===== src/include/feistel_defines.svh =====
/*
  Timing counts, key-schedule constants and reset values for the 64-bit
  Feistel block cipher core.
  Assumes: included by bare name from the package and the design files.
*/
`ifndef FEISTEL_DEFINES_SVH
`define FEISTEL_DEFINES_SVH

// ----------------------------------------------------------------------------
// Block and key geometry
// ----------------------------------------------------------------------------
`define BLOCK_W       64
`define HALF_W        32
`define KEY_IN_W      64
`define KEY_EFF_W     56
`define SUBKEY_W      48

// ----------------------------------------------------------------------------
// Round sequencing
// ----------------------------------------------------------------------------
`define ROUND_FIRST   4'h0
`define ROUND_LAST    4'hf
// Bit i set: round i rotates the key halves by two places, else by one
`define KEY_SHIFT2    16'h7efc

// ----------------------------------------------------------------------------
// Reset values
// ----------------------------------------------------------------------------
`define HALF_RST      32'h0000_0000
`define CD_RST        56'h00_0000_0000_0000
`define BLOCK_RST     64'h0000_0000_0000_0000

`endif


===== src/include/feistel_pkg.sv =====
/*
  Types shared by the cipher core and its output buffer.
  Assumes: feistel_defines.svh is on the include path.
*/
`include "feistel_defines.svh"

package feistel_pkg;

  // --------------------------------------------------------------------------
  // Core sequencing
  // --------------------------------------------------------------------------
  typedef enum logic {
    PH_IDLE,
    PH_RUN
  } phase_e;

  // All state of the cipher core
  typedef struct packed {
    phase_e                   phase;   // Idle or rounds in progress
    logic [3:0]               round;   // Round now being computed
    logic                     enc;     // Captured direction, 1 = encrypt
    logic [`HALF_W-1:0]       left;    // Left half register
    logic [`HALF_W-1:0]       right;   // Right half register
    logic [`KEY_EFF_W-1:0]    cd;      // Key halves C and D
    logic                     go_prev; // Launch level one cycle ago
  } core_s;

  // --------------------------------------------------------------------------
  // Output buffer
  // --------------------------------------------------------------------------
  typedef struct packed {
    logic                     valid;
    logic [`BLOCK_W-1:0]      data;
  } word_s;

  // All state of the two-entry buffer
  typedef struct packed {
    word_s                    head;    // Entry shown at the output
    word_s                    tail;    // Overflow entry behind it
  } buf_s;

endpackage : feistel_pkg


===== src/result_buffer.sv =====
/*
  Two-entry result buffer with valid/ready on both sides.
  Assumes: one clock, synchronous active-high reset, both sides on clk_i.
*/
`timescale 1ns/1ps
`default_nettype none
`include "feistel_defines.svh"

module result_buffer (
  input  wire logic                 clk_i,       // System clock
  input  wire logic                 sys_rst_i,   // Synchronous reset
  input  wire logic                 in_valid_i,  // Word offered
  input  wire logic [`BLOCK_W-1:0]  in_data_i,   // Offered word
  output logic                      in_ready_o,  // Room for a word
  output logic                      out_valid_o, // Head word valid
  output logic [`BLOCK_W-1:0]       out_data_o,  // Head word
  input  wire logic                 out_ready_i  // Receiver takes head
);

  feistel_pkg::buf_s state_q;  // Registered state
  feistel_pkg::buf_s state_d;  // Next state

  // --------------------------------------------------------------------------
  // Next state
  // --------------------------------------------------------------------------
  // Pop first, then push into the first free slot; the tail stays full
  // while the receiver stalls, which is what throttles the core.
  always_comb begin
    state_d = state_q;
    if (state_q.head.valid && out_ready_i) begin
      state_d.head       = state_q.tail;
      state_d.tail.valid = 1'b0;
    end
    if (in_valid_i && !state_q.tail.valid) begin
      if (!state_d.head.valid) begin
        state_d.head.valid = 1'b1;
        state_d.head.data  = in_data_i;
      end else begin
        state_d.tail.valid = 1'b1;
        state_d.tail.data  = in_data_i;
      end
    end
  end

  // --------------------------------------------------------------------------
  // State register
  // --------------------------------------------------------------------------
  always_ff @(posedge clk_i) begin
    if (sys_rst_i) begin
      state_q <= '0;
    end else begin
      state_q <= state_d;
    end
  end

  // Outputs straight from the entries
  assign in_ready_o  = !state_q.tail.valid;
  assign out_valid_o = state_q.head.valid;
  assign out_data_o  = state_q.head.data;

endmodule : result_buffer

`default_nettype wire


===== src/feistel_block_cipher_64.sv =====
/*
  Iterative 64-bit Feistel block cipher core, one round per clock, with a
  two-entry buffer on the result path.
  Assumes: launch, data, key and direction come from logic on clk_i; the
  receiver of results is on clk_i as well.
*/
`timescale 1ns/1ps
`default_nettype none
`include "feistel_defines.svh"

module feistel_block_cipher_64 (
  input  wire logic                 clk_i,        // System clock
  input  wire logic                 sys_rst_i,    // Synchronous reset
  input  wire logic                 go_i,         // Launch, rising edge
  input  wire logic                 enc_i,        // 1 encrypt, 0 decrypt
  input  wire logic [`BLOCK_W-1:0]  din_i,        // Input block
  input  wire logic [`KEY_IN_W-1:0] key_i,        // Key field with parity
  input  wire logic                 out_ready_i,  // Receiver takes result
  output logic [`BLOCK_W-1:0]       dout_o,       // Result block
  output logic                      ready_o       // Result valid
);

  // --------------------------------------------------------------------------
  // Permutation tables, entries numbered from 1 at the most significant bit
  // --------------------------------------------------------------------------
  localparam int IP_T [64] = '{
    58, 50, 42, 34, 26, 18, 10, 2, 60, 52, 44, 36, 28, 20, 12, 4,
    62, 54, 46, 38, 30, 22, 14, 6, 64, 56, 48, 40, 32, 24, 16, 8,
    57, 49, 41, 33, 25, 17, 9, 1, 59, 51, 43, 35, 27, 19, 11, 3,
    61, 53, 45, 37, 29, 21, 13, 5, 63, 55, 47, 39, 31, 23, 15, 7};
  localparam int FP_T [64] = '{
    40, 8, 48, 16, 56, 24, 64, 32, 39, 7, 47, 15, 55, 23, 63, 31,
    38, 6, 46, 14, 54, 22, 62, 30, 37, 5, 45, 13, 53, 21, 61, 29,
    36, 4, 44, 12, 52, 20, 60, 28, 35, 3, 43, 11, 51, 19, 59, 27,
    34, 2, 42, 10, 50, 18, 58, 26, 33, 1, 41, 9, 49, 17, 57, 25};
  localparam int E_T [48] = '{
    32, 1, 2, 3, 4, 5, 4, 5, 6, 7, 8, 9, 8, 9, 10, 11,
    12, 13, 12, 13, 14, 15, 16, 17, 16, 17, 18, 19, 20, 21, 20, 21,
    22, 23, 24, 25, 24, 25, 26, 27, 28, 29, 28, 29, 30, 31, 32, 1};
  localparam int P_T [32] = '{
    16, 7, 20, 21, 29, 12, 28, 17, 1, 15, 23, 26, 5, 18, 31, 10,
    2, 8, 24, 14, 32, 27, 3, 9, 19, 13, 30, 6, 22, 11, 4, 25};
  // Skips positions 8, 16, ... 64: the parity bits never reach the rounds
  localparam int PC1_T [56] = '{
    57, 49, 41, 33, 25, 17, 9, 1, 58, 50, 42, 34, 26, 18,
    10, 2, 59, 51, 43, 35, 27, 19, 11, 3, 60, 52, 44, 36,
    63, 55, 47, 39, 31, 23, 15, 7, 62, 54, 46, 38, 30, 22,
    14, 6, 61, 53, 45, 37, 29, 21, 13, 5, 28, 20, 12, 4};
  localparam int PC2_T [48] = '{
    14, 17, 11, 24, 1, 5, 3, 28, 15, 6, 21, 10, 23, 19, 12, 4,
    26, 8, 16, 7, 27, 20, 13, 2, 41, 52, 31, 37, 47, 55, 30, 40,
    51, 45, 33, 48, 44, 49, 39, 56, 34, 53, 46, 42, 50, 36, 29, 32};

  // --------------------------------------------------------------------------
  // Substitution boxes: 64 nibbles each, row-major, first entry on top
  // --------------------------------------------------------------------------
  localparam logic [255:0] SBOX_T [8] = '{
    256'he4d12fb83a6c5907_0f74e2d1a6cb9538_41e8d62bfc973a50_fc8249175b3ea06d,
    256'hf18e6b34972dc05a_3d47f28ec01a69b5_0e7ba4d158c6932f_d8a13f42b67c05e9,
    256'ha09e63f51dc7b428_d709346a285ecbf1_d6498f30b12c5ae7_1ad069874fe3b52c,
    256'h7de3069a1285bc4f_d8b56f03472c1ae9_a690cb7df13e5284_3f06a1d8945bc72e,
    256'h2c417ab6853fd0e9_eb2c47d150fa3986_421bad78f9c5630e_b8c71e2d6f09a453,
    256'hc1af92680d34e75b_af427c9561de0b38_9ef528c3704a1db6_432c95fabe17608d,
    256'h4b2ef08d3c975a61_d0b7491ae35c2f86_14bdc37eaf680592_6bd814a7950fe23c,
    256'hd2846fb1a93e50c7_1fd8a374c56b0e92_7b419ce206adf358_21e74a8dfc90356b};

  // --------------------------------------------------------------------------
  // Permutation and lookup functions
  // --------------------------------------------------------------------------
  // Initial permutation of the input block
  function automatic logic [63:0] ip_f(input logic [63:0] x);
    logic [63:0] y;
    y = '0;
    for (int i = 0; i < 64; i++) begin
      y[63-i] = x[64-IP_T[i]];
    end
    return y;
  endfunction : ip_f

  // Inverse of the initial permutation
  function automatic logic [63:0] fp_f(input logic [63:0] x);
    logic [63:0] y;
    y = '0;
    for (int i = 0; i < 64; i++) begin
      y[63-i] = x[64-FP_T[i]];
    end
    return y;
  endfunction : fp_f

  // Key selection: 64 key bits down to the 56 that matter
  function automatic logic [55:0] pc1_f(input logic [63:0] x);
    logic [55:0] y;
    y = '0;
    for (int i = 0; i < 56; i++) begin
      y[55-i] = x[64-PC1_T[i]];
    end
    return y;
  endfunction : pc1_f

  // Subkey selection from the key halves
  function automatic logic [47:0] pc2_f(input logic [55:0] x);
    logic [47:0] y;
    y = '0;
    for (int i = 0; i < 48; i++) begin
      y[47-i] = x[56-PC2_T[i]];
    end
    return y;
  endfunction : pc2_f

  // Rotate both 28-bit key halves left or right by one or two
  function automatic logic [55:0] rot_f(input logic [55:0] cd,
                                       input logic        left,
                                       input logic        two);
    logic [27:0] c;
    logic [27:0] d;
    c = cd[55:28];
    d = cd[27:0];
    if (left && two) begin
      c = {c[25:0], c[27:26]};
      d = {d[25:0], d[27:26]};
    end else if (left) begin
      c = {c[26:0], c[27]};
      d = {d[26:0], d[27]};
    end else if (two) begin
      c = {c[1:0], c[27:2]};
      d = {d[1:0], d[27:2]};
    end else begin
      c = {c[0], c[27:1]};
      d = {d[0], d[27:1]};
    end
    return {c, d};
  endfunction : rot_f

  // Round function: expand, mix key, substitute, permute
  function automatic logic [31:0] feistel_f(input logic [31:0] r,
                                           input logic [47:0] k);
    logic [47:0] e;
    logic [31:0] s;
    logic [31:0] p;
    logic [5:0]  b;
    int          idx;
    e   = '0;
    s   = '0;
    p   = '0;
    b   = '0;
    idx = 0;
    for (int i = 0; i < 48; i++) begin
      e[47-i] = r[32-E_T[i]];
    end
    e = e ^ k;
    for (int g = 0; g < 8; g++) begin
      b   = e[47-6*g -: 6];
      idx = int'({b[5], b[0], b[4:1]});
      s[31-4*g -: 4] = SBOX_T[g][255-4*idx -: 4];
    end
    for (int i = 0; i < 32; i++) begin
      p[31-i] = s[32-P_T[i]];
    end
    return p;
  endfunction : feistel_f

  // --------------------------------------------------------------------------
  // State and round datapath
  // --------------------------------------------------------------------------
  feistel_pkg::core_s   state_q;     // Registered core state
  feistel_pkg::core_s   state_d;     // Next core state
  logic                 launch_edge; // Rising edge seen on go_i
  logic                 last_round;  // Final round in progress
  logic                 push_ready;  // Buffer has room
  logic                 accept;      // Launch taken this cycle
  logic                 push_valid;  // Result offered to buffer
  logic                 shift_two;   // This round rotates by two
  logic [55:0]          cd_use;      // Key halves feeding the subkey
  logic [55:0]          cd_next;     // Key halves for the next round
  logic [47:0]          subkey;      // Subkey of this round
  logic [31:0]          right_new;   // Right half after this round
  logic [63:0]          result;      // Finished block
  logic [63:0]          ip_block;    // Permuted input block
  logic                 pop;         // Head of buffer consumed

  // Edge found against last cycle's level; go_i is same-domain logic
  assign launch_edge = go_i && !state_q.go_prev;
  assign last_round  = (state_q.phase == feistel_pkg::PH_RUN) &&
                       (state_q.round == `ROUND_LAST);
  // A launch may land on the final round, so blocks follow with no gap
  assign accept      = launch_edge &&
                       ((state_q.phase == feistel_pkg::PH_IDLE) ||
                        (last_round && push_ready));
  assign push_valid  = last_round;

  // --------------------------------------------------------------------------
  // Key schedule
  // --------------------------------------------------------------------------
  // Rotation amounts per round, bit i for round i; indexed, not shifted,
  // so only the one wanted bit reaches the single-bit select
  localparam logic [15:0] SHIFT_MAP = `KEY_SHIFT2;

  // Encrypt rotates left before use; decrypt uses then rotates right, with
  // the rotation amounts walked in reverse order.
  always_comb begin
    shift_two = 1'b0;
    cd_use    = state_q.cd;
    cd_next   = state_q.cd;
    if (state_q.enc) begin
      shift_two = SHIFT_MAP[state_q.round];
      cd_use    = rot_f(state_q.cd, 1'b1, shift_two);
      cd_next   = cd_use;
    end else begin
      shift_two = SHIFT_MAP[`ROUND_LAST - state_q.round];
      cd_next   = rot_f(state_q.cd, 1'b0, shift_two);
    end
  end

  assign subkey    = pc2_f(cd_use);
  assign right_new = state_q.left ^ feistel_f(state_q.right, subkey);
  // Halves are not swapped after the last round
  assign result    = fp_f({right_new, state_q.right});
  assign ip_block  = ip_f(din_i);

  // --------------------------------------------------------------------------
  // Sequencer
  // --------------------------------------------------------------------------
  // The final round holds while the buffer is full, so a stalled receiver
  // never loses a result; a launch during that stall is ignored.
  always_comb begin
    state_d         = state_q;
    state_d.go_prev = go_i;
    case (state_q.phase)
      feistel_pkg::PH_IDLE: begin
        // Waiting for a launch
      end
      feistel_pkg::PH_RUN: begin
        if (!last_round) begin
          // One round per clock
          state_d.left  = state_q.right;
          state_d.right = right_new;
          state_d.cd    = cd_next;
          state_d.round = state_q.round + 4'h1;
        end else if (push_ready) begin
          // Result leaves for the buffer
          state_d.phase = feistel_pkg::PH_IDLE;
        end
      end
      default: begin
        state_d.phase = feistel_pkg::PH_IDLE;
      end
    endcase
    if (accept) begin
      // Capture block, key and direction on the launch edge
      state_d.phase = feistel_pkg::PH_RUN;
      state_d.round = `ROUND_FIRST;
      state_d.enc   = enc_i;
      state_d.left  = ip_block[63:32];
      state_d.right = ip_block[31:0];
      state_d.cd    = pc1_f(key_i);
    end
  end

  // --------------------------------------------------------------------------
  // State register
  // --------------------------------------------------------------------------
  always_ff @(posedge clk_i) begin
    if (sys_rst_i) begin
      state_q.phase   <= feistel_pkg::PH_IDLE;
      state_q.round   <= `ROUND_FIRST;
      state_q.enc     <= 1'b1;
      state_q.left    <= `HALF_RST;
      state_q.right   <= `HALF_RST;
      state_q.cd      <= `CD_RST;
      state_q.go_prev <= 1'b1;
    end else begin
      state_q <= state_d;
    end
  end

  // --------------------------------------------------------------------------
  // Result buffer
  // --------------------------------------------------------------------------
  // A taken launch also retires the shown result, so ready drops as the
  // new operation begins unless a second result is held or one is pushed
  // in the same cycle; the host reads before it relaunches.
  assign pop = out_ready_i || accept;

  result_buffer u_result_buffer (
    .clk_i       (clk_i),
    .sys_rst_i   (sys_rst_i),
    .in_valid_i  (push_valid),
    .in_data_i   (result),
    .in_ready_o  (push_ready),
    .out_valid_o (ready_o),
    .out_data_o  (dout_o),
    .out_ready_i (pop)
  );

endmodule : feistel_block_cipher_64

`default_nettype wire


===== config.mk =====
export PLATFORM = sky130hd
export DESIGN_NAME = feistel_block_cipher_64
export DESIGN_NICKNAME = d
export VERILOG_FILES = /design/src/include/feistel_pkg.sv /design/src/result_buffer.sv /design/src/feistel_block_cipher_64.sv
export VERILOG_INCLUDE_DIRS = /design/src /design/src/include
export SDC_FILE = /design/constraint.sdc
export NUM_CORES = 1
export LEC_CHECK = 0
export ABC_AREA = 1
export BUFFER_PORTS_ARGS = -buffer_cell sky130_fd_sc_hd__buf_2
export CAP_MARGIN = 20
export CORE_MARGIN = 3
export CORE_UTILIZATION = 40
export CTS_CLUSTER_DIAMETER = 40
export CTS_CLUSTER_SIZE = 28
export DETAILED_ROUTE_END_ITERATION = 7
export HOLD_SLACK_MARGIN = 0.05
export PLACE_DENSITY = 0.57
export SYNTH_ARGS = -nofsm -noshare
export SYNTH_HDL_FRONTEND = slang
export SYNTH_SLANG_ARGS = --single-unit

===== constraint.sdc =====
create_clock -name clk_i -period 7.8 [get_ports clk_i]
set_clock_uncertainty 0.15 [all_clocks]
set_input_delay 1.56 -clock clk_i [delete_from_list [all_inputs] [get_ports clk_i]]
set_output_delay 1.56 -clock clk_i [all_outputs]
set_load 0.02 [all_outputs]

==> results.sh <==
export IMPL_status="finished clean"
export IMPL_routed_via_density=5.63
export IMPL_synth_edf_count=0
export IMPL_cap_violations=0
export IMPL_gr_usage_all_layers_pct=29.7
export IMPL_antenna_found_initial=0
export IMPL_synth_top_area_share_pct=26.5
export IMPL_setup_tns_ps=0
export IMPL_synthDistinctLibCells=41
export IMPL_worst_path_largest_cell_delay_ps=670
export IMPL_clk_latency_ps=600
export IMPL_crit_type="flop to flop"
export IMPL_route_detailed_drc=0
export IMPL_gp_congestion=0.926
export IMPL_pwr_share_comb_pct=27.8
export IMPL_fin_crit_ps=4090
export IMPL_irDropWorstVdd_v=0.000162
export IMPL_die_y_um=227
export IMPL_max_slew_margin_pct=41.2
export IMPL_die_x_um=227
export IMPL_yosys_area_top_type="dfxtp_1"
export IMPL_cts_sinks=258
export IMPL_post_dp_hpwl_mm=56.5
export IMPL_first_pass_iters=6
export IMPL_p_seq_share_pct=26.9
export IMPL_yosysWarnings=0
export IMPL_power_density_nw_per_um2=242
export IMPL_htree_levels=2
export IMPL_drive_gt1_share_pct=11.3
export IMPL_drt_wl_total_mm=78.1
export IMPL_tightest_slew_ps=882
export IMPL_wl_per_cell_um=20.0
export IMPL_worst_path_max_fanout=81
export IMPL_fin_util_pct=45.8
export IMPL_syn_area_um2=19500
export IMPL_cp_start_kind="flop"
export IMPL_synth_seq_cells=258
export IMPL_pin_count=198
export IMPL_post_place_ws_ps=3220
export IMPL_use_met2_pct=46.0
export IMPL_grt_ovfl_total=0
export IMPL_crit_slowest_cell="inv_4"
export IMPL_vias=22000
export IMPL_postCtsHoldBufs=0
export IMPL_dp_cells=3796
export IMPL_path_clk_slew_ps=50
export IMPL_cts_resized_gates=0
export IMPL_portBuffers=189
export IMPL_worstPathRequired_ps=8150
export IMPL_row_count=80
export IMPL_clockPowerShare_pct=45.3
export IMPL_cts_tree="done"
export IMPL_worstHoldPathType="flop to flop"
export IMPL_rsz0062_at_grt="no"
export IMPL_worstPathCellList="buf_4 -> inv_4 -> nand2_1 -> nand2_1 -> nand2_1 -> nand2_1 -> inv_1 -> ha_1 -> nor2_1 -> nand2_1 -> nand3_1 -> nand2_1 -> nand2_1 -> nand3_1 -> nand2_1 -> nand2_1 -> nand2_1 -> nand2_1 -> nand2_1 -> inv_1"
export IMPL_p_sw_w=0.00195
export IMPL_grt_use_met1_pct=42.1
export IMPL_diodes=0
export IMPL_post_route_period_util_pct=52.4
export IMPL_async_reset_ff_share_pct=0
export IMPL_power_leakage_nw=10.2
export IMPL_avgSynthCellArea_um2=6.06
export IMPL_cts_root_buf="clkbuf_16"
export IMPL_area_growth_pct=12.8
export IMPL_clock_tree_buffer_depth=3
export IMPL_fin_ws_ps=3710
export IMPL_stdcell_area_um2=22000
export IMPL_fin_cells=3902
export IMPL_syn_nets=3409
export IMPL_drtIter0Drc=2388
export IMPL_fp_coreArea_um2=47900
export IMPL_intPower_w=0.00336
export IMPL_finalSetupViolations=0
export IMPL_grt_pass1_vias=19800
export IMPL_max_freq_mhz=245
export IMPL_ant_nets=0
export IMPL_reg2reg_slack_ps=3710
export IMPL_initial_core_util_pct=40.6
export IMPL_nets=3438
export IMPL_grt_max_degree=115
export IMPL_cts_inserted_buffers=55
export IMPL_dpl_cell_area_um2=20000
export IMPL_end_kind="flop"
export IMPL_cts_setup_buffers=0
export IMPL_ys_seq_area_share_pct=26.5
export IMPL_grt_pass1_wl_mm=117
export IMPL_path_common_cell="nand2_1"
export IMPL_top_usage_layer="met2"
export IMPL_swShare_pct=36.7
export IMPL_synth_cells=3212
export IMPL_met3_usage_pct=3.64
export IMPL_synth_ff_type="dfxtp_1"
export IMPL_synth_area_leaders="dfxtp_1 (27%), nand2_1 (21%), nand3_1 (13%)"
export IMPL_finalMaxSlewViolations=0
export IMPL_fp_dieArea_um2=51400
export IMPL_hold_viol_final=0
export IMPL_arrival_ps=4440
## per-layer routing
layer  up-vias  routed length [um]
met5         -                   0
met4         0                3020
met3       128                6070
met2       983               34200
met1     10300               34800
li1      10600                   -
## worst max-delay path, delay by kind of cell, from the launching register on
kind	cells	cell delay (ps)
simple gates	15	1940
buf+inv	4	1230
fa+ha+maj	1	300
flops	1	290
## power by group through the flow
stage               combinational, W  sequential (W)  clock [W]
finish                       0.00147         0.00143    0.00240
global placement             0.00144         0.00145          0
global route                 0.00165         0.00143    0.00250
CTS                          0.00145         0.00142    0.00243
detailed placement           0.00145         0.00145          0
floorplan                    0.00102         0.00142          0
## path summary, 6_finish.rpt
| path | start | endpoint | depth (start not counted) |
|---|---|---|---|
| worst min register to register | u_result_buffer.out_data_o[11]$_SDFF_PP0_ | u_result_buffer.out_data_o[11]$_SDFF_PP0_ | 2 |
| worst min-delay path | u_result_buffer.out_data_o[11]$_SDFF_PP0_ | u_result_buffer.out_data_o[11]$_SDFF_PP0_ | 2 |
| worst max register to register | state_q[121]$_SDFFE_PP1P_ | u_result_buffer.out_data_o[14]$_SDFF_PP0_ | 20 |
| worst max-delay path | state_q[121]$_SDFFE_PP1P_ | u_result_buffer.out_data_o[14]$_SDFF_PP0_ | 20 |
## cell usage in the layout (no fill, tap or decap), types with 15 or more instances in the layout
master / count
ha_1: 64
inv_1: 320
nand2_1: 1065
buf_2: 188
nand3_1: 509
clkbuf_16: 56
xor2_2: 15
a21oi_1: 112
o21ai_1: 15
o21ai_0: 174
a221oi_1: 31
nand2_2: 18
nor2_1: 170
a211oi_1: 20
clkinv_2: 19
o221ai_1: 46
buf_4: 16
dfxtp_1: 257
a31oi_1: 72
o21a_1: 19
## sequential cells by signal (all words and copies together), names as in the netlist, named ones only
| name | cells |
|---|---|
| result | 32 |
| state_q | 95 |
| u_result_buffer.out_data_o | 64 |
| u_result_buffer.out_valid_o | 1 |
| u_result_buffer.state_q | 65 |
## synthesized netlist by cell type (2+ instances only)
library cell,number
a211oi_1,20
buf_6,13
o21bai_1,8
nand3_2,5
ha_1,64
o21a_1,19
inv_2,14
dfxtp_1,258
buf_1,9
inv_4,2
o211ai_1,12
o21ai_1,15
nand3_1,509
buf_4,86
nand2_2,18
o221ai_1,46
xor2_1,2
o21ai_0,174
inv_1,322
a21oi_1,112
nor2_2,2
xor2_2,15
buf_2,36
nor2_1,170
a41oi_1,7
a31oi_1,72
nand2_1,1067
a221oi_1,31
clkbuf_1,92
## final cells by class
class | instances | area (um2)
repair buffers | 208 | 1150
well taps | 615 | 769
multi-input cells | 2379 | 11700
fillers | 5112 | 26000
clock inverters | 37 | 412
inverters | 339 | 1280
clock buffers | 66 | 1480
flip-flops and latches | 258 | 5170
## through the flow
step / total power (W) / hold WS (ps)
after floorplan: 0.00244 / 308
after global placement: 0.00289 / 330
after detailed placement: 0.00290 / 333
after CTS: 0.00531 / 350
after global routing: 0.00557 / 380
final: 0.00530 / 348
## cells by family after synthesis
kind of cell / Yosys count / share of synthesized area, %
fa+ha+maj: 64 / 4.11
simple gates: 1778 / 38.2
flops: 258 / 26.5
compound gates: 519 / 16.2
buf+inv: 575 / 13.5
xor+xnor: 18 / 1.48
Note: power is estimated with default switching activity, not from simulation.
